===== config.mk =====
export PLATFORM = sky130hd
export DESIGN_NAME = fmc_flash_ctrl
export DESIGN_NICKNAME = d
export VERILOG_FILES = /design/src/fmc_pkg.sv /design/src/fmc_flash_ctrl.sv
export VERILOG_INCLUDE_DIRS = /design/src
export SDC_FILE = /design/constraint.sdc
export NUM_CORES = 1
export LEC_CHECK = 0
export ABC_AREA = 1
export BUFFER_PORTS_ARGS = -buffer_cell sky130_fd_sc_hd__buf_2
export CAP_MARGIN = 20
export CORE_MARGIN = 2
export CORE_UTILIZATION = 35
export DETAILED_ROUTE_END_ITERATION = 10
export GPL_ROUTABILITY_DRIVEN = 0
export HOLD_SLACK_MARGIN = 0.06
export PLACE_DENSITY = 0.54
export SYNTH_ARGS = -nofsm -noshare
export SYNTH_HDL_FRONTEND = slang
export SYNTH_SLANG_ARGS = --single-unit

===== constraint.sdc =====
create_clock -name core_clk -period 2.9 [get_ports core_clk]
set_clock_uncertainty 0.2 [all_clocks]
set_input_delay 0.145 -clock core_clk [delete_from_list [all_inputs] [get_ports core_clk]]
set_output_delay 0.145 -clock core_clk [all_outputs]
set_load 0.01 [all_outputs]

===== src/fmc_consts.svh =====
// Purpose: Offsets, command codes, field positions and timings.
// Assumes: Included by the flash memory controller module, its checker and its bench.
// Notes:   Times are in microseconds of the independent timebase.
`ifndef FMC_CONSTS_SVH
`define FMC_CONSTS_SVH
// ----------------------------------------------------------------
// Register map
// ----------------------------------------------------------------
`define FMC_MMR_PAGE 24'hFFFF0E
`define FMC_OFF_STA 7'h00
`define FMC_OFF_MOD 7'h04
`define FMC_OFF_CON 7'h08
`define FMC_OFF_DAT 7'h0C
`define FMC_OFF_ADR 7'h10
`define FMC_OFF_SIGN 7'h18
`define FMC_OFF_PRO 7'h1C
`define FMC_OFF_HIDE 7'h20
`define FMC_CON_RST 8'h07
`define FMC_ALL_ONES_HW 16'hFFFF
`define FMC_HIDE_KEY 24'hA5C35A
// ----------------------------------------------------------------
// Command codes
// ----------------------------------------------------------------
`define FMC_CMD_READ 8'h01
`define FMC_CMD_PROG 8'h02
`define FMC_CMD_EWR 8'h03
`define FMC_CMD_VFY 8'h04
`define FMC_CMD_ERASE 8'h05
`define FMC_CMD_MASS 8'h06
`define FMC_CMD_SIGN 8'h0B
// ----------------------------------------------------------------
// Fields, address map and timings
// ----------------------------------------------------------------
`define FMC_STA_DONE 0
`define FMC_STA_FAIL 1
`define FMC_STA_BUSY 2
`define FMC_STA_ERR 3
`define FMC_MOD_WEN 3
`define FMC_HIDE_WEN 0
`define FMC_PHYS_BASE 32'h00080000
`define FMC_SPAN 32'h00018000
`define FMC_BLK0_OFS 17'h10000
`define FMC_KERN_OFS 17'h17800
`define FMC_KERN_ADR 15'h7800
`define FMC_PROG_US 50
`define FMC_ERASE_US 20000
`define FMC_MASS_US 1200000
`endif


===== src/fmc_pkg.sv =====
// Purpose: Types shared by the flash memory controller.
// Assumes: Constants live in fmc_consts.svh.
// Notes:   Types only.
package fmc_pkg;
  typedef logic [15:0] fmc_hw_t; // One array half-word.
  typedef enum logic [1:0] {FMC_IDLE, FMC_WAIT, FMC_SIGN} fmc_state_t;
endpackage : fmc_pkg

===== src/fmc_flash_ctrl.sv =====
// Purpose: Two-block flash controller: fetch path and command sequencer.
// Assumes: Array reads are combinational; timebase toggles once a us.
// Notes:   Block 1 is index 0x0000-0x7FFF, block 0 is 0x8000-0xBFFF.
// Operation
// - Array is 48k half-words of 16 bits.
// - Page erase works on 512-byte pages; mass erase clears a whole block, bar the top 2KB kernel of block 0.
// - Page erase takes 20 ms.
// - Half-word program takes 50 us.
// - Op timing uses core-independent timebase.
// - Word fetch reads two half-words together.
// - Array at 0x80000, aliased at zero after reset.
// - Erased locations read all ones.
// - Read 8/16/32 bits, program 16 bits.
// - Block 0 at 0x90000, top 2KB kernel.
// - Block 1 at 0x80000, own registers.
// - Other block keeps serving while one busy.
// - Access to busy block stalls the core.
// - Read-only status register per block.
// - 8-bit command register starts operations.
// - 16-bit data register per block.
// - 16-bit address register per block.
// - Signature command loads 24-bit signature.
// - Protection register, keyed once configured.
// - Protection shadow loads on every reset.
// - Command codes 0x01 to 0x06 and 0x0B as listed.
// - Verify result goes to status bit 1.
`timescale 1ns/1ns
`include "fmc_consts.svh"
module fmc_flash_ctrl #(
  parameter int PROG_US = `FMC_PROG_US,
  parameter int ERASE_US = `FMC_ERASE_US,
  parameter int MASS_US = `FMC_MASS_US
) (
  input wire logic core_clk, // System clock, 50 MHz.
  input wire logic rst, // Synchronous reset, active high.
  input wire logic tb_toggle, // Timebase pin, toggles each us.
  input wire logic sram_at_zero, // High when SRAM owns address zero.
  input wire logic cpu_req, // Core read or fetch request.
  input wire logic [31:0] cpu_addr, // Core byte address.
  input wire logic [1:0] cpu_size, // 0 byte, 1 half-word, 2 word.
  output logic cpu_hit, // Address falls in the array.
  output logic cpu_stall, // Core must hold its request.
  output logic cpu_ack_ff, // Read data valid.
  output logic [31:0] cpu_rdata_ff, // Read data, low-justified.
  input wire logic mmr_wr, // Register write strobe.
  input wire logic mmr_rd, // Register read strobe.
  input wire logic [31:0] mmr_addr, // Register byte address.
  input wire logic [31:0] mmr_wdata, // Register write data.
  output logic [31:0] mmr_rdata_ff, // Register read data.
  output logic [15:0] arr_ra0, // Fetch read index, low half.
  input wire fmc_pkg::fmc_hw_t arr_rd0, // Fetch read data, low half.
  output logic [15:0] arr_ra1, // Fetch read index, high half.
  input wire fmc_pkg::fmc_hw_t arr_rd1, // Fetch read data, high half.
  output logic [15:0] arr_ca, // Command read index.
  input wire fmc_pkg::fmc_hw_t arr_crd, // Command read data.
  output logic [1:0] arr_prog_ff, // Program pulse, one bit per block.
  output logic [1:0] arr_erase_ff, // Page erase pulse per block.
  output logic [1:0] arr_mass_ff, // Mass erase pulse per block.
  output logic [31:0] arr_pa_ff, // Target index, block 1 high.
  output logic [31:0] arr_pd_ff, // Program data, block 1 high.
  input wire logic [7:0] prot_shadow0, // Stored protection, block 0.
  input wire logic [7:0] prot_shadow1 // Stored protection, block 1.
);
  import fmc_pkg::*;

  // ----------------------------------------------------------------
  // Helpers
  // ----------------------------------------------------------------

  // Maps a block and its 16-bit byte address to a half-word index.
  function automatic logic [15:0] fmc_idx(input logic b,
                                          input logic [15:0] a);
    fmc_idx = b ? {1'b0, a[15:1]} : {2'b10, a[14:1]};
  endfunction : fmc_idx

  // ----------------------------------------------------------------
  // Declarations
  // ----------------------------------------------------------------
  fmc_state_t state_ff [2]; // Sequencer state per block.
  logic [7:0] cmd_ff [2]; // Last accepted command.
  logic [7:0] mod_ff [2]; // Mode register.
  logic [15:0] dat_ff [2]; // Data register.
  logic [15:0] adr_ff [2]; // Address register.
  logic [23:0] sign_ff [2]; // Signature register.
  logic [7:0] hide_ff [2]; // Protection register.
  logic [20:0] tmr_ff [2]; // Remaining microseconds.
  logic [7:0] walk_ff [2]; // Signature walk position.
  logic done_ff [2]; // Command finished.
  logic fail_ff [2]; // Verify mismatch.
  logic err_ff [2]; // Command refused.
  logic tb_s1_ff, tb_s2_ff, tb_s3_ff; // Timebase synchroniser.
  logic tb_lvl_ff; // Last accepted timebase level.
  logic us_tick; // One pulse per timebase edge.
  logic reg_hit; // Access falls in the register page.
  logic wblk; // Register block selected, 1 or 0.
  logic [6:0] woff; // Register offset inside the block.
  logic cmd_go; // Command register write.
  logic key_ok; // Protection write is allowed.
  logic [7:0] shadow [2]; // Shadow inputs as an array.
  logic sign_any; // A signature walk is running.
  logic sblk; // Block doing the signature walk.
  logic [31:0] pa; // Physical core address.
  logic [16:0] ofs; // Offset inside the array.
  logic cblk; // Block of the core access.
  logic [31:0] word; // Fetched word.
  logic [31:0] lane; // Selected lanes.

  assign shadow[0] = prot_shadow0;
  assign shadow[1] = prot_shadow1;

  // ----------------------------------------------------------------
  // Timebase
  // ----------------------------------------------------------------

  // Brings the oscillator toggle in; a change counts once s2 and s3
  // agree, so the op time never depends on the core clock.
  always_ff @(posedge core_clk) begin
    tb_s1_ff <= tb_toggle;
    tb_s2_ff <= tb_s1_ff;
    tb_s3_ff <= tb_s2_ff;
    // Reset takes the present level, so no false edge follows it.
    if (rst || tb_s2_ff == tb_s3_ff) begin
      tb_lvl_ff <= tb_s3_ff;
    end
  end

  // A new agreed level marks one microsecond.
  assign us_tick = (tb_s2_ff == tb_s3_ff) &&
                   (tb_s3_ff != tb_lvl_ff);

  // ----------------------------------------------------------------
  // Decode
  // ----------------------------------------------------------------

  // Register page decode; bit 7 picks block 0 (low) or block 1.
  assign reg_hit = (mmr_addr[31:8] == `FMC_MMR_PAGE);
  assign wblk = mmr_addr[7];
  assign woff = mmr_addr[6:0];
  assign cmd_go = mmr_wr && reg_hit && (woff == `FMC_OFF_CON);
  // Protection changes need the key once the shadow is set.
  assign key_ok = (shadow[wblk] == 8'hFF) ||
                  (mmr_wdata[31:8] == `FMC_HIDE_KEY);
  assign sign_any = (state_ff[0] == FMC_SIGN) || (state_ff[1] == FMC_SIGN);
  assign sblk = (state_ff[1] == FMC_SIGN);

  // Array at its physical place, or aliased at zero.
  always_comb begin
    pa = cpu_addr;
    if (!sram_at_zero && cpu_addr < `FMC_SPAN) begin
      pa = cpu_addr + `FMC_PHYS_BASE;
    end
  end

  // Block 1 below 0x90000, block 0 above it.
  assign ofs = 17'(pa - `FMC_PHYS_BASE);
  assign cpu_hit = (pa >= `FMC_PHYS_BASE) &&
                   (pa < `FMC_PHYS_BASE + `FMC_SPAN);
  assign cblk = (ofs < `FMC_BLK0_OFS);

  // Both halves of a word are read in the same cycle.
  assign arr_ra0 = {ofs[16:2], 1'b0};
  assign arr_ra1 = {ofs[16:2], 1'b1};
  // Kernel space reads back as erased ones.
  assign word = (ofs >= `FMC_KERN_OFS) ?
                {`FMC_ALL_ONES_HW, `FMC_ALL_ONES_HW} : {arr_rd1, arr_rd0};

  // Picks the byte or half-word lane, little endian.
  always_comb begin
    unique case (cpu_size)
      2'd0: lane = {24'h000000, word[8*cpu_addr[1:0] +: 8]};
      2'd1: lane = {16'h0000, word[16*cpu_addr[1] +: 16]};
      default: lane = word;
    endcase
  end

  // Only the busy block stalls; the other keeps serving.
  assign cpu_stall = cpu_req && cpu_hit &&
                     (state_ff[cblk] != FMC_IDLE);

  // Command reads use the signature walk or the addressed block.
  assign arr_ca = sign_any ?
                  fmc_idx(sblk, {adr_ff[sblk][15:9], walk_ff[sblk], 1'b0}) :
                  fmc_idx(wblk, adr_ff[wblk]);

  // ----------------------------------------------------------------
  // Core read port
  // ----------------------------------------------------------------

  // Registers fetched data one cycle after an unstalled request.
  always_ff @(posedge core_clk) begin
    if (rst) begin
      cpu_ack_ff <= 1'b0;
      cpu_rdata_ff <= 32'h00000000;
    end else begin
      cpu_ack_ff <= cpu_req && cpu_hit && !cpu_stall;
      if (cpu_req && cpu_hit && !cpu_stall) begin
        cpu_rdata_ff <= lane;
      end
    end
  end

  // ----------------------------------------------------------------
  // Register read port
  // ----------------------------------------------------------------

  // Returns the addressed register one cycle after the read strobe.
  always_ff @(posedge core_clk) begin
    if (rst) begin
      mmr_rdata_ff <= 32'h00000000;
    end else if (mmr_rd) begin
      mmr_rdata_ff <= 32'h00000000;
      if (reg_hit) begin
        unique case (woff)
          `FMC_OFF_STA: mmr_rdata_ff <= {28'h0000000, err_ff[wblk],
                        state_ff[wblk] != FMC_IDLE, fail_ff[wblk],
                        done_ff[wblk]};
          `FMC_OFF_MOD: mmr_rdata_ff <= {24'h000000, mod_ff[wblk]};
          `FMC_OFF_CON: mmr_rdata_ff <= {24'h000000, cmd_ff[wblk]};
          `FMC_OFF_DAT: mmr_rdata_ff <= {16'h0000, dat_ff[wblk]};
          `FMC_OFF_ADR: mmr_rdata_ff <= {16'h0000, adr_ff[wblk]};
          `FMC_OFF_SIGN: mmr_rdata_ff <= {8'h00, sign_ff[wblk]};
          `FMC_OFF_PRO: mmr_rdata_ff <= {24'h000000, shadow[wblk]};
          `FMC_OFF_HIDE: mmr_rdata_ff <= {24'h000000, hide_ff[wblk]};
          default: mmr_rdata_ff <= 32'h00000000;
        endcase
      end
    end
  end

  // ----------------------------------------------------------------
  // Command sequencers, one per block
  // ----------------------------------------------------------------

  // Registers, command start, timed wait and signature walk.
  always_ff @(posedge core_clk) begin
    for (int b = 0; b < 2; b++) begin
      if (rst) begin
        state_ff[b] <= FMC_IDLE;
        cmd_ff[b] <= `FMC_CON_RST;
        mod_ff[b] <= 8'h00;
        dat_ff[b] <= 16'h0000;
        adr_ff[b] <= 16'h0000;
        sign_ff[b] <= 24'h000000;
        hide_ff[b] <= shadow[b];
        tmr_ff[b] <= 21'h000000;
        walk_ff[b] <= 8'h00;
        done_ff[b] <= 1'b0;
        fail_ff[b] <= 1'b0;
        err_ff[b] <= 1'b0;
        arr_prog_ff[b] <= 1'b0;
        arr_erase_ff[b] <= 1'b0;
        arr_mass_ff[b] <= 1'b0;
        arr_pa_ff[16*b +: 16] <= 16'h0000;
        arr_pd_ff[16*b +: 16] <= 16'h0000;
      end else begin
        arr_prog_ff[b] <= 1'b0;
        arr_erase_ff[b] <= 1'b0;
        arr_mass_ff[b] <= 1'b0;
        // Plain register writes.
        if (mmr_wr && reg_hit && wblk == b[0]) begin
          unique case (woff)
            `FMC_OFF_MOD: mod_ff[b] <= mmr_wdata[7:0];
            `FMC_OFF_DAT: dat_ff[b] <= mmr_wdata[15:0];
            `FMC_OFF_ADR: adr_ff[b] <= mmr_wdata[15:0];
            `FMC_OFF_HIDE: begin
              if (key_ok) begin
                hide_ff[b] <= mmr_wdata[7:0];
              end
            end
            default: ;
          endcase
        end
        if (cmd_go && wblk == b[0]) begin
          // A new command clears the old done and error flags first.
          done_ff[b] <= 1'b0;
          err_ff[b] <= 1'b0;
          if (state_ff[b] != FMC_IDLE || sign_any) begin
            err_ff[b] <= 1'b1; // Refused while a walk or op runs.
          end else begin
            cmd_ff[b] <= mmr_wdata[7:0];
            unique case (mmr_wdata[7:0])
              `FMC_CMD_READ: begin
                dat_ff[b] <= arr_crd;
                done_ff[b] <= 1'b1;
              end
              `FMC_CMD_VFY: begin
                fail_ff[b] <= (arr_crd != dat_ff[b]);
                done_ff[b] <= 1'b1;
              end
              `FMC_CMD_PROG, `FMC_CMD_EWR, `FMC_CMD_ERASE,
              `FMC_CMD_MASS: begin
                // Writes need mode and protection enables and stay
                // out of the kernel space.
                if (!mod_ff[b][`FMC_MOD_WEN] ||
                    !hide_ff[b][`FMC_HIDE_WEN] ||
                    (b == 0 && adr_ff[b][14:0] >= `FMC_KERN_ADR &&
                     mmr_wdata[7:0] != `FMC_CMD_MASS)) begin
                  err_ff[b] <= 1'b1;
                end else begin
                  state_ff[b] <= FMC_WAIT;
                  // Program is whole half-words only.
                  arr_pa_ff[16*b +: 16] <= fmc_idx(b[0], adr_ff[b]);
                  arr_pd_ff[16*b +: 16] <= dat_ff[b];
                  unique case (mmr_wdata[7:0])
                    `FMC_CMD_PROG: begin
                      arr_prog_ff[b] <= 1'b1;
                      tmr_ff[b] <= 21'(PROG_US);
                    end
                    `FMC_CMD_MASS: begin
                      arr_mass_ff[b] <= 1'b1;
                      tmr_ff[b] <= 21'(MASS_US);
                    end
                    default: begin
                      // Page erase leaves the page all ones.
                      arr_pa_ff[16*b +: 16] <= fmc_idx(b[0],
                        {adr_ff[b][15:9], 9'h000});
                      arr_erase_ff[b] <= 1'b1;
                      tmr_ff[b] <= 21'(ERASE_US);
                    end
                  endcase
                end
              end
              `FMC_CMD_SIGN: begin
                state_ff[b] <= FMC_SIGN;
                walk_ff[b] <= 8'h00;
                sign_ff[b] <= 24'h000000;
              end
              default: ;
            endcase
          end
        end
        // A refused command neither stalls the timer nor the walk.
        if (state_ff[b] == FMC_WAIT && us_tick) begin
          // Counts microseconds of the timebase.
          tmr_ff[b] <= tmr_ff[b] - 21'd1;
          if (tmr_ff[b] == 21'd1) begin
            state_ff[b] <= FMC_IDLE;
            done_ff[b] <= 1'b1;
            // Erase-then-program writes its half-word after the erase.
            if (cmd_ff[b] == `FMC_CMD_EWR) begin
              arr_pa_ff[16*b +: 16] <= fmc_idx(b[0], adr_ff[b]);
              arr_prog_ff[b] <= 1'b1;
            end
          end
        end else if (state_ff[b] == FMC_SIGN) begin
          // Folds each half-word of the page into the signature.
          sign_ff[b] <= {sign_ff[b][22:0], sign_ff[b][23]} ^
                        {8'h00, arr_crd};
          walk_ff[b] <= walk_ff[b] + 8'd1;
          if (walk_ff[b] == 8'hFF) begin
            state_ff[b] <= FMC_IDLE;
            done_ff[b] <= 1'b1;
          end
        end
      end
    end
  end
endmodule : fmc_flash_ctrl


Word-level counts from Yosys, hierarchy flattened
Memories as Yosys holds them, arrays and structs flattened. Cells that the tools add are included.

Multiplexer cells: 262. Bitwise gates (word level): 62. Reduce and logical (&&, ||, !) cells: 39. $lt $le $gt $ge: 7. Add/sub/neg operators: 6. Shift-type cells: 2. Equal/unequal tests: 33.

Operators with widths (number): $mux W16 (23); $mux W1 (199); $pmux W24 S8 (1); $mux W21 (8); $mux W24 (5); $mux W8 (15); $mux W32 (2); $pmux W32 S2 (1); $or A1 B1 Y1 (54); $eq A24 B24 Y1 const B (2); $xor A24 B16 Y24 (2); $eq A21 B1 Y1 const B (2); $sub A21 B1 Y21 const B (2); $add A32 B20 Y32 const B (1); $eq A8 B2 Y1 const B (4); $ge A32 B20 Y1 const B (1); $lt A32 B17 Y1 const B (1); $lt A32 B20 Y1 const B (1); $ne A16 B16 Y1 (2); $shiftx A32 B6 Y16 (1); $shiftx A32 B6 Y8 (1); $eq A8 B3 Y1 const B (3); $eq A8 B8 Y1 const B (3); $eq A7 B5 Y1 const B (3); other kinds (28) (74).

Word-level logic and storage cells: 436. Memories kept: 12. Bits in registers: 139. Bits of input ports: 169. Output and inout port bits: 185. RAM bits: 228.

Memory list: sign_ff (words 2, bits a word 24, read ports 3, clocked after Yosys merged registers in 0, write ports 2, line fmc_flash_ctrl.sv:84) `logic [23:0] sign_ff [2];`; tmr_ff (words 2, bits a word 21, read ports 2, clocked after Yosys merged registers in 0, write ports 2, line fmc_flash_ctrl.sv:86) `logic [20:0] tmr_ff [2];`; adr_ff (words 2, bits a word 16, read ports 4, clocked after Yosys merged registers in 0, write ports 2, line fmc_flash_ctrl.sv:83) `logic [15:0] adr_ff [2];`; dat_ff (words 2, bits a word 16, read ports 3, clocked after Yosys merged registers in 0, write ports 2, line fmc_flash_ctrl.sv:82) `logic [15:0] dat_ff [2];`; cmd_ff (words 2, bits a word 8, read ports 3, clocked after Yosys merged registers in 0, write ports 2, line fmc_flash_ctrl.sv:80) `logic [7:0] cmd_ff [2];`; hide_ff (words 2, bits a word 8, read ports 3, clocked after Yosys merged registers in 0, write ports 2, line fmc_flash_ctrl.sv:85) `logic [7:0] hide_ff [2];`; +6 memories.

Depth between registers and ports, before layout
Gate-level depths: netlist of run 1. An unclocked memory read counts as a cell.

Word-level depth: 14. Depth in mapped cells: 14. Depth with buffers taken out: 13.

Worst setup path before layout of run 1
No wires, ideal clock.

Path type: input port to flip-flop. From: in rst. To: mem sign_ff[1][0], enable pin. Stages: 5. Data required time: 2139 ps. Library setup time: 561 ps. Arrival time: 1861 ps. Path buffers: 3. Path slack: 278 ps. Cells stage by stage: buf_2 inv_1 clkbuf_1 clkbuf_1 nand3_1.

RTL lines: start, declared (line fmc_flash_ctrl.sv:35) `input wire logic rst,`; end, declared (line fmc_flash_ctrl.sv:84).

==> results.sh, run 1 <==
export IMPL_outcome="finished clean"
export IMPL_required_ns=3.03
export IMPL_grt_pass1_wl_microns=104000
export IMPL_slew_headroom=0.390
export IMPL_dr_total_vias=18600
export IMPL_dr_wl_met2_microns=32300
export IMPL_fin_nets=3103
export IMPL_ys_top_cells_by_count="nand2_1, nor2_1, inv_1, edfxtp_1, o21ai_0"
export IMPL_p_leak_uw=0.0111
export IMPL_clk_pin_slew_ns=0.06
export IMPL_syn_area_per_cell_sq_um=7.85
export IMPL_netlist_area_leader_share=0.354
export IMPL_core_sq_um=55000
export IMPL_multi_input_area_sq_um=8150
export IMPL_syn2layout_area_growth_pct=28.1
export IMPL_die_w_microns=240
export IMPL_antenna_found_initial=4
export IMPL_setup_tns_final_ns=0
export IMPL_yosysWarningCount=0
export IMPL_finalSetupViolCount=0
export IMPL_start_util=0.354
export IMPL_path_max_fanout=22
export IMPL_synth_area_top_cells="edfxtp_1, dfxtp_1, nand2_1, nor2_1, inv_1"
export IMPL_cts_buffers=44
export IMPL_drc_errors=0
export IMPL_gr_total_overflow=0
export IMPL_die_h_microns=240
export IMPL_via_per_inst=5.01
export IMPL_io_pins=354
export IMPL_ys_ff_latch=359
export IMPL_maxCapViolations=0
export IMPL_synth_main_ff_cell="edfxtp_1"
export IMPL_p_per_area_nw_per_um2=525
export IMPL_critical_path_class="input port to flip-flop"
export IMPL_drv_slew=0
export IMPL_grt_max_degree=81
export IMPL_grt_pass1_vias=18000
export IMPL_die_area_sq_um=57500
export IMPL_final_core_util=0.453
export IMPL_fin_area_sq_um=24900
export IMPL_cts_buffer_depth=3
export IMPL_drive_above_1_share=0.192
export IMPL_cts_tree="done"
export IMPL_fmax_mhz=359
export IMPL_insertion_delay_ns=0.58
export IMPL_rows=86
export IMPL_netlist_area_sq_um=19400
export IMPL_grt_usage=0.236
export IMPL_yosysMostFrequentCell="nand2_1"
export IMPL_avgRoutedWirePerCell_microns=18.6
export IMPL_port_buffers=316
export IMPL_register_area_sq_um=9480
export IMPL_first_pass_iters=7
export IMPL_crit_arrival_ns=2.91
export IMPL_dr_first_iter_drc_count=1726
export IMPL_critPathLaunchType="input port"
export IMPL_yosysTopAreaCell="edfxtp_1"
export IMPL_post_route_period_util=0.959
export IMPL_muxShareOfSynthArea=0.00257
export IMPL_netlist_instances=2478
export IMPL_ys_seq_area_frac=0.487
export IMPL_detail_route_wirelength_microns=68900
export IMPL_fillers=5521
export IMPL_end_kind="flip-flop"
export IMPL_ant_nets=0
export IMPL_synth_simple_area_share=0.281
export IMPL_synthArstFlopShare=0
export IMPL_fin_total_pwr_uw=13100
export IMPL_worst_pin_slew_ns=0.913
export IMPL_dp_hpwl_microns=50900
export IMPL_hp_class="input port to output port"
export IMPL_synth_compound_area_frac=0.105
export IMPL_hold_violations=0
export IMPL_period_needed_ns=2.78
export IMPL_synth_fa_ha_area_frac=0.00450
export IMPL_htreeDepth=2
export IMPL_synth_cell_types=56
export IMPL_grt_setup_unrepaired="no"
export IMPL_post_dp_cell_area_sq_um=21800
export IMPL_met1_length_microns=29300
export IMPL_clkSinkCount=359
export IMPL_synth_top_family_by_area="simple AND/OR/NAND/NOR gates"
export IMPL_hold_worst_slack_ns=0.0900
export IMPL_synth_edf_count=229
export IMPL_wl_met3_microns=4920
export IMPL_peakVddDrop_uv=647
export IMPL_root_buffer="clkbuf_16"
export IMPL_top_layer="met5"
export IMPL_synth_xor_area_share=0.0234
==> per-stage QoR <==
step	instances	worst slack (ns)
finish	3712	0.118
global route	3711	0.00147
CTS	3710	0.0786
detailed placement	3483	0.353
global placement	3483	0.414
floorplan	2486	0.278
==> timing repair <==
action / 4_1_cts / 5_1_grt
setup buffers: 0 / 1
endpoints found under the setup margin: 1 / 5
endpoints found under the hold margin: 218 / 0
hold buffers: 146 / 0
resized for setup: 1 / 4
==> cell usage in the layout (no fill, tap or decap), types with 4 or more instances in the layout <==
master and instances:
buf_12 5, nor2_1 373, a21oi_1 137, o22ai_2 7
o22ai_1 21, mux2i_1 5, clkinv_2 13, inv_1 249
conb_1 10, clkbuf_16 49, nor2_4 9, a31oi_1 4
nand4_1 60, nor3_1 38, bufinv_16 7, clkbuf_1 4
xor2_1 17, nand3b_1 4, nand4_4 4, a22o_1 4
inv_2 13, edfxtp_1 229, nor2_2 11, buf_2 315
o21ai_0 161, buf_4 78, nand3_2 6, nand3_1 82
ha_1 7, or2_2 19, nor4_1 13, nand2_1 606
clkinv_1 8, nand2_2 10, o21ai_1 31, dlygate4sd3_1 145
xnor2_1 35, dfxtp_1 130
==> worst paths after layout <==
check / start / endpoint / slack (ns) / depth (start not counted)
worst max-delay path: rst / dat_ff[1][3] / 0.12 / 10
worst min-delay path: cpu_addr[7] / arr_ra1[6] / 0.09 / 0
worst max register to register: state_ff[1][0] / arr_pa_ff[25] / 0.38 / 10
worst min register to register: tb_s1_ff / tb_s2_ff / 0.14 / 0
==> sequential cells by signal, indices dropped and copies added, names as in the netlist, 24 cells and up <==
| register | flops |
|---|---|
| arr_pd_ff | 32 |
| dat_ff | 32 |
| sign_ff | 48 |
| adr_ff | 32 |
| arr_pa_ff | 32 |
| cpu_rdata_ff | 32 |
| tmr_ff | 42 |
| mmr_rdata_ff | 24 |
==> routing by layer <==
layer,up-vias,GRT usage
met5,-,0
met4,4,0.0883
met3,133,0.0394
met2,709,0.395
met1,8768,0.306
li1,8980,-
==> report_power, final <==
group	switching (uW)	internal, uW
registers	119	5600
clock network	2330	3760
logic	788	490
total	3240	9850
==> cell families (layout without fill, tap and decap cells) <==
| logic type | Yosys count | count (layout) |
|---|---|---|
| and+or+nand+nor | 1254 | 1254 |
| muxes | 5 | 5 |
| DFF | 359 | 359 |
| adders and majority gates | 7 | 7 |
| buffers and inverters | 420 | 896 |
| xor gates and xnor gates | 52 | 52 |
| AOI/OAI and AO/OA | 379 | 379 |
| other | 2 | 12 |
==> layout make-up <==
| class | instances | share of cell area |
|---|---|---|
| Clock buffer | 56 | 0.0515 |
| Tap cell | 748 | 0.0376 |
| Inverter | 272 | 0.0415 |
| Clock inverter | 25 | 0.0129 |
| Sequential cell | 359 | 0.380 |
| Timing Repair Buffer | 543 | 0.149 |
| Multi-Input combinational cell | 1707 | 0.327 |
| Antenna cell | 2 | 0.000201 |
==> worst max-delay path, stage by stage <==
cell	delay, ns
dlygate4sd3_1	0.52
buf_2	0.42
clkinv_2	0.25
buf_4	0.29
nand4_4	0.13
buf_4	0.26
nand2_1	0.15
nand2_1	0.07
o21ai_0	0.07
dlygate4sd3_1	0.58
(Power assumes the default switching activity.)
==> inputs of run 2 (changes only) <==
CORE_ASPECT_RATIO = 1.2   (was not set)
==> run 2 against run 1 <==
  * Register-to-register slack worse by 0.13 ns
  * Maximum frequency down 0.28%
  * First-iteration DRC count down 5.4%
  * Largest cell class unchanged
  * Largest power group is now registers
  * Highest routed layer is now met4
==> results.sh, run 2 (synthesis results as in run 1) <==
export IMPL_port_buffers=316
export IMPL_grt_setup_unrepaired="no"
export IMPL_die_h_microns=262
export IMPL_cts_buffer_depth=3
export IMPL_timing_critical_path_mode_cell="inv_1"
export IMPL_dp_hpwl_microns=52100
export IMPL_outcome="finished clean"
export IMPL_antenna_found_initial=1
export IMPL_dr_first_iter_drc_count=1633
export IMPL_cts_buffers=41
export IMPL_final_core_util=0.447
export IMPL_htreeDepth=2
export IMPL_path_delay_family="buffers and inverters"
export IMPL_critical_path_cell_chain="nor2_2 -> buf_4 -> inv_1 -> nand2_1 -> inv_1 -> a22oi_1 -> o31ai_1 -> buf_2"
export IMPL_drv_slew=0
export IMPL_period_needed_ns=2.79
export IMPL_via_per_inst=5.07
export IMPL_grt_usage=0.237
export IMPL_start_util=0.354
export IMPL_hold_violations=0
export IMPL_die_area_sq_um=57500
export IMPL_final_common_cell="nand2_1"
export IMPL_setup_tns_final_ns=0
export IMPL_worst_pin_slew_ns=0.875
export IMPL_crit_arrival_ns=2.44
export IMPL_die_w_microns=219
export IMPL_critPathMaxStageDelay_ns=0.42
export IMPL_avgRoutedWirePerCell_microns=19.0
export IMPL_grt_max_degree=80
export IMPL_cp_slowest_cell="edfxtp_1"
export IMPL_detail_route_wirelength_microns=69800
export IMPL_cts_tree="done"
export IMPL_dr_total_vias=18600
export IMPL_fillers=5468
export IMPL_rows=94
export IMPL_ant_nets=0
export IMPL_first_pass_iters=6
export IMPL_end_kind="output port"
export IMPL_root_buffer="clkbuf_16"
export IMPL_critical_path_class="flip-flop to output port"
export IMPL_largest_register="sign_ff"
export IMPL_gr_total_overflow=0
export IMPL_grt_pass1_vias=18100
export IMPL_post_dp_cell_area_sq_um=21700
export IMPL_largest_reg_flops=48
export IMPL_path_max_fanout=14
export IMPL_post_route_period_util=0.962
export IMPL_finalSetupViolCount=0
export IMPL_reg_top3="sign_ff x48, tmr_ff x42"
export IMPL_required_ns=2.56
export IMPL_cts_setup_buffers=0
export IMPL_final_cell_mix="nand2_1, nor2_1, buf_2"
export IMPL_maxCapViolations=0
export IMPL_fin_nets=3095
export IMPL_io_pins=354
export IMPL_hold_worst_slack_ns=0.0800
export IMPL_clkSinkCount=359
export IMPL_p_leak_uw=0.0110
export IMPL_drive_above_1_share=0.186
export IMPL_worst_path_buf_inv=4
export IMPL_core_sq_um=54900
export IMPL_drc_errors=0
export IMPL_fin_total_pwr_uw=12300
export IMPL_fin_area_sq_um=24600
export IMPL_clk_pin_slew_ns=0.06
export IMPL_syn2layout_area_growth_pct=26.3
export IMPL_fmax_mhz=359
export IMPL_insertion_delay_ns=0.58
export IMPL_critPathLaunchType="flip-flop"
export IMPL_peakVddDrop_uv=363
export IMPL_p_per_area_nw_per_um2=499
export IMPL_grt_pass1_wl_microns=105000
export IMPL_hp_class="input port to flip-flop"
export IMPL_slew_headroom=0.415
-- run 2: changes by cell type in the layout (fill, tap and decap cells not counted), moves of 2 or more --
cell / previous run / this run
bufinv_16: 7 / 2
buf_12: 5 / 3
clkbuf_1: 4 / 9
clkinvlp_4: 2 / 0
dlygate4sd3_1: 145 / 149
clkbuf_8: 3 / 8
clkinv_2: 13 / 9
buf_4: 78 / 70
clkbuf_16: 49 / 42
-- run 2: worst paths after layout --
path / start / to / slack (ns) / depth (start not counted)
worst min-delay path: mmr_addr[3] / mmr_rdata_ff[5] / 0.08 / 7
worst max-delay path: state_ff[0][0] / arr_ca[6] / 0.11 / 8
worst min register to register: tb_s1_ff / tb_s2_ff / 0.14 / 0
worst max register to register: state_ff[0][0] / cpu_rdata_ff[2] / 0.25 / 8
-- run 2: stage by stage --
step / cells / setup slack (ns)
after floorplan: 2486 / 0.278
final: 3672 / 0.111
after global placement: 3447 / 0.318
after global routing: 3672 / 0.00256
after detailed placement: 3447 / 0.275
after CTS: 3671 / 0.0665
-- run 2: final cells by class --
class	instances	area, sq um	area share
diodes	1	2.50	0.000102
clock buffers	60	1200	0.0489
clock inverters	15	154	0.00626
inverters	272	1030	0.0419
multi-input cells	1707	8140	0.331
flip-flops and latches	359	9480	0.386
well taps	720	901	0.0367
repair buffers	538	3660	0.149
-- run 2: repair_timing --
action,in CTS,in global routing
gates resized for setup,1,2
endpoints found under the setup margin,1,22
pin swaps,0,0
cloned,0,0
hold buffers,149,0
hold endpoints to repair,233,0
-- run 2: power by group --
part           total (uW)  switching [uW]  internal, uW
Sequential           5720             123          5600
Combinational        1270             791           477
Clock                5280            2210          3070
-- run 2: layer usage --
layer / global-route usage / part of all wire
met1: 0.287 / 0.40
met2: 0.413 / 0.49
met3: 0.0336 / 0.066
met4: 0.111 / 0.047
met5: 0 / 0
-- run 2: worst reg2reg max path: cells and delay by family, from the launching register on --
family,cells,cell delay (ns)
compound gates,1,0.29
buf+inv,2,1.01
flops,1,0.42
simple gates,5,0.63
==> inputs of run 3 (changes only) <==
BUFFER_PORTS_ARGS = -buffer_cell sky130_fd_sc_hd__clkbuf_2   (was -buffer_cell sky130_fd_sc_hd__buf_2)
==> run 3 against run 2 <==
  * Via count about the same
  * Register-to-register slack worse by 0.12 ns
  * Highest routed layer unchanged
  * Sequential share of layout area about the same
  * Final area fell by 0.12%
  * First-iteration DRC count down 2.8%
  * Sequential power about the same
  * Total power is 1.5% higher
  * Non-clock buffer count shrank 15
==> results.sh, run 3 (synthesis results as in run 1) <==
export IMPL_ant_nets=0
export IMPL_fin_nets=3082
export IMPL_pwr_share_clk=0.440
export IMPL_p_int_uw=9350
export IMPL_largest_register="sign_ff"
export IMPL_met1_length_microns=27600
export IMPL_dr_wl_met2_microns=33500
export IMPL_syn2layout_area_growth_pct=26.2
export IMPL_die_h_microns=262
export IMPL_switching_share=0.249
export IMPL_hold_start="cpu_addr[3]"
export IMPL_fillers=5466
export IMPL_io_pins=354
export IMPL_post_route_period_util=0.977
export IMPL_finalSetupViolCount=0
export IMPL_end_kind="flip-flop"
export IMPL_htreeDepth=2
export IMPL_critPathLaunchType="input port"
export IMPL_multi_input_area_sq_um=8150
export IMPL_period_needed_ns=2.83
export IMPL_fmax_mhz=353
export IMPL_grt_usage=0.234
export IMPL_p_seq_frac=0.459
export IMPL_insertion_delay_ns=0.58
export IMPL_avgRoutedWirePerCell_microns=18.8
export IMPL_cts_tree="done"
export IMPL_dp_hpwl_microns=51600
export IMPL_critical_path_class="input port to flip-flop"
export IMPL_core_sq_um=54900
export IMPL_fin_cells=3659
export IMPL_detail_route_wirelength_microns=69000
export IMPL_reg_top3="sign_ff x48, tmr_ff x42"
export IMPL_grt_setup_unrepaired="no"
export IMPL_r2r_cells=9
export IMPL_hp_class="input port to output port"
export IMPL_cts_buffer_depth=3
export IMPL_drv_slew=0
export IMPL_final_core_util=0.447
export IMPL_via_per_inst=5.09
export IMPL_outcome="finished clean"
export IMPL_grt_pass1_wl_microns=104000
export IMPL_dr_total_vias=18600
export IMPL_min_path_cells=0
export IMPL_peakVddDrop_uv=347
export IMPL_dr_first_iter_drc_count=1588
export IMPL_cts_buffers=43
export IMPL_clkSinkCount=359
export IMPL_root_buffer="clkbuf_16"
export IMPL_wl_met3_microns=4300
export IMPL_holdPathEnd="arr_ra1[2]"
export IMPL_rows=94
export IMPL_maxCapViolations=0
export IMPL_crit_arrival_ns=3.08
export IMPL_clk_pin_slew_ns=0.05
export IMPL_timing_rr_end="cpu_rdata_ff[26]"
export IMPL_required_ns=3.15
export IMPL_first_pass_iters=6
export IMPL_antennaDiodeCount=0
export IMPL_drc_errors=0
export IMPL_r2r_start="state_ff[0][0]"
export IMPL_comb_power_share=0.101
export IMPL_largest_reg_flops=48
export IMPL_final_common_cell="nand2_1"
export IMPL_p_leak_uw=0.0109
export IMPL_p_switching_uw=3100
export IMPL_start_util=0.354
export IMPL_grt_pass1_vias=18100
export IMPL_port_buffers=316
export IMPL_gr_total_overflow=0
export IMPL_worst_pin_slew_ns=0.833
export IMPL_rrSetupSlack_ns=0.13
export IMPL_die_area_sq_um=57500
export IMPL_hold_violations=0
export IMPL_drive_above_1_share=0.187
export IMPL_hold_worst_slack_ns=0.0900
export IMPL_dp_cells=3443
export IMPL_final_cell_mix="nand2_1, nor2_1, clkbuf_2"
export IMPL_slew_headroom=0.444
export IMPL_p_per_area_nw_per_um2=508
export IMPL_die_w_microns=219
export IMPL_grt_max_degree=94
export IMPL_antenna_found_initial=0
export IMPL_path_max_fanout=6
export IMPL_register_area_sq_um=9480
export IMPL_setup_tns_final_ns=0
export IMPL_top_layer="met4"
-- run 3: cell types whose count changed in the layout (fill, tap and decap cells not counted), moves of 2 or more --
cell           change
buf_12             +3
nor2_2             +2
buf_2            -315
clkbuf_8           -2
clkbuf_2         +315
dlygate4sd3_1     -14
clkbuf_16          +5
nor2_1             -2
clkinv_8           -2
buf_4              -4
clkinv_2           -3
inv_4              +2
clkbuf_1           +4
-- run 3: worst max-delay path by stage --
stage                       end      startpoint  cells after the start
2_1_floorplan     sign_ff[1][0]             rst                      5
3_3_place_gp     sign_ff[1][12]    mmr_addr[25]                     13
3_5_place_dp     sign_ff[1][13]    mmr_addr[23]                     13
4_1_cts        cpu_rdata_ff[26]    cpu_addr[29]                     11
5_1_grt        cpu_rdata_ff[26]  state_ff[0][0]                      9
6_report       cpu_rdata_ff[26]    cpu_addr[29]                     11
-- run 3: what timing repair did --
action | CTS | global route
resized for setup | 1 | 6
endpoints found under the setup margin | 1 | 8
pin swaps | 0 | 0
setup buffers | 0 | 3
hold buffers | 135 | 0
hold endpoints to repair | 203 | 0
-- run 3: metal layers --
metal  vias to the layer above  track usage
met5                         -            0
met4                         0        0.113
met3                       166       0.0370
met2                       742        0.405
met1                      8778        0.282
li1                       8935            -
-- run 3: cell type report --
type	count	area share
sequential	359	0.386
clock buffer	66	0.0533
timing repair buffer	523	0.145
multi-input combinational	1707	0.332
inverter	272	0.0421
tap	720	0.0367
clock inverter	12	0.00484
-- run 3: power by group through the flow --
stage	combinational (uW)	sequential (uW)	clock, uW
after detailed placement	1110	5820	0
after floorplan	685	5780	0
after global routing	1370	5740	5780
after CTS	1240	5720	5590
after global placement	1100	5820	0
final	1260	5720	5480
-- run 3: critical path: stages --
cell	delay, ns
dlygate4sd3_1	0.54
clkbuf_2	0.13
nor2_2	0.11
dlygate4sd3_1	0.56
inv_1	0.05
nor2_2	0.14
nand4_4	0.13
nor2_1	0.13
dlygate4sd3_1	0.56
nor2_1	0.04
dlygate4sd3_1	0.54
-- run 3: stage by stage --
step	instance area [sq um]	setup WS, ns	power (uW)
4_1_cts	24500	0.0260	12600
5_1_grt	24500	0.00865	12900
2_1_floorplan	19500	0.278	6470
6_report	24500	0.0673	12500
3_3_place_gp	21700	0.286	6920
3_5_place_dp	21700	0.231	6930
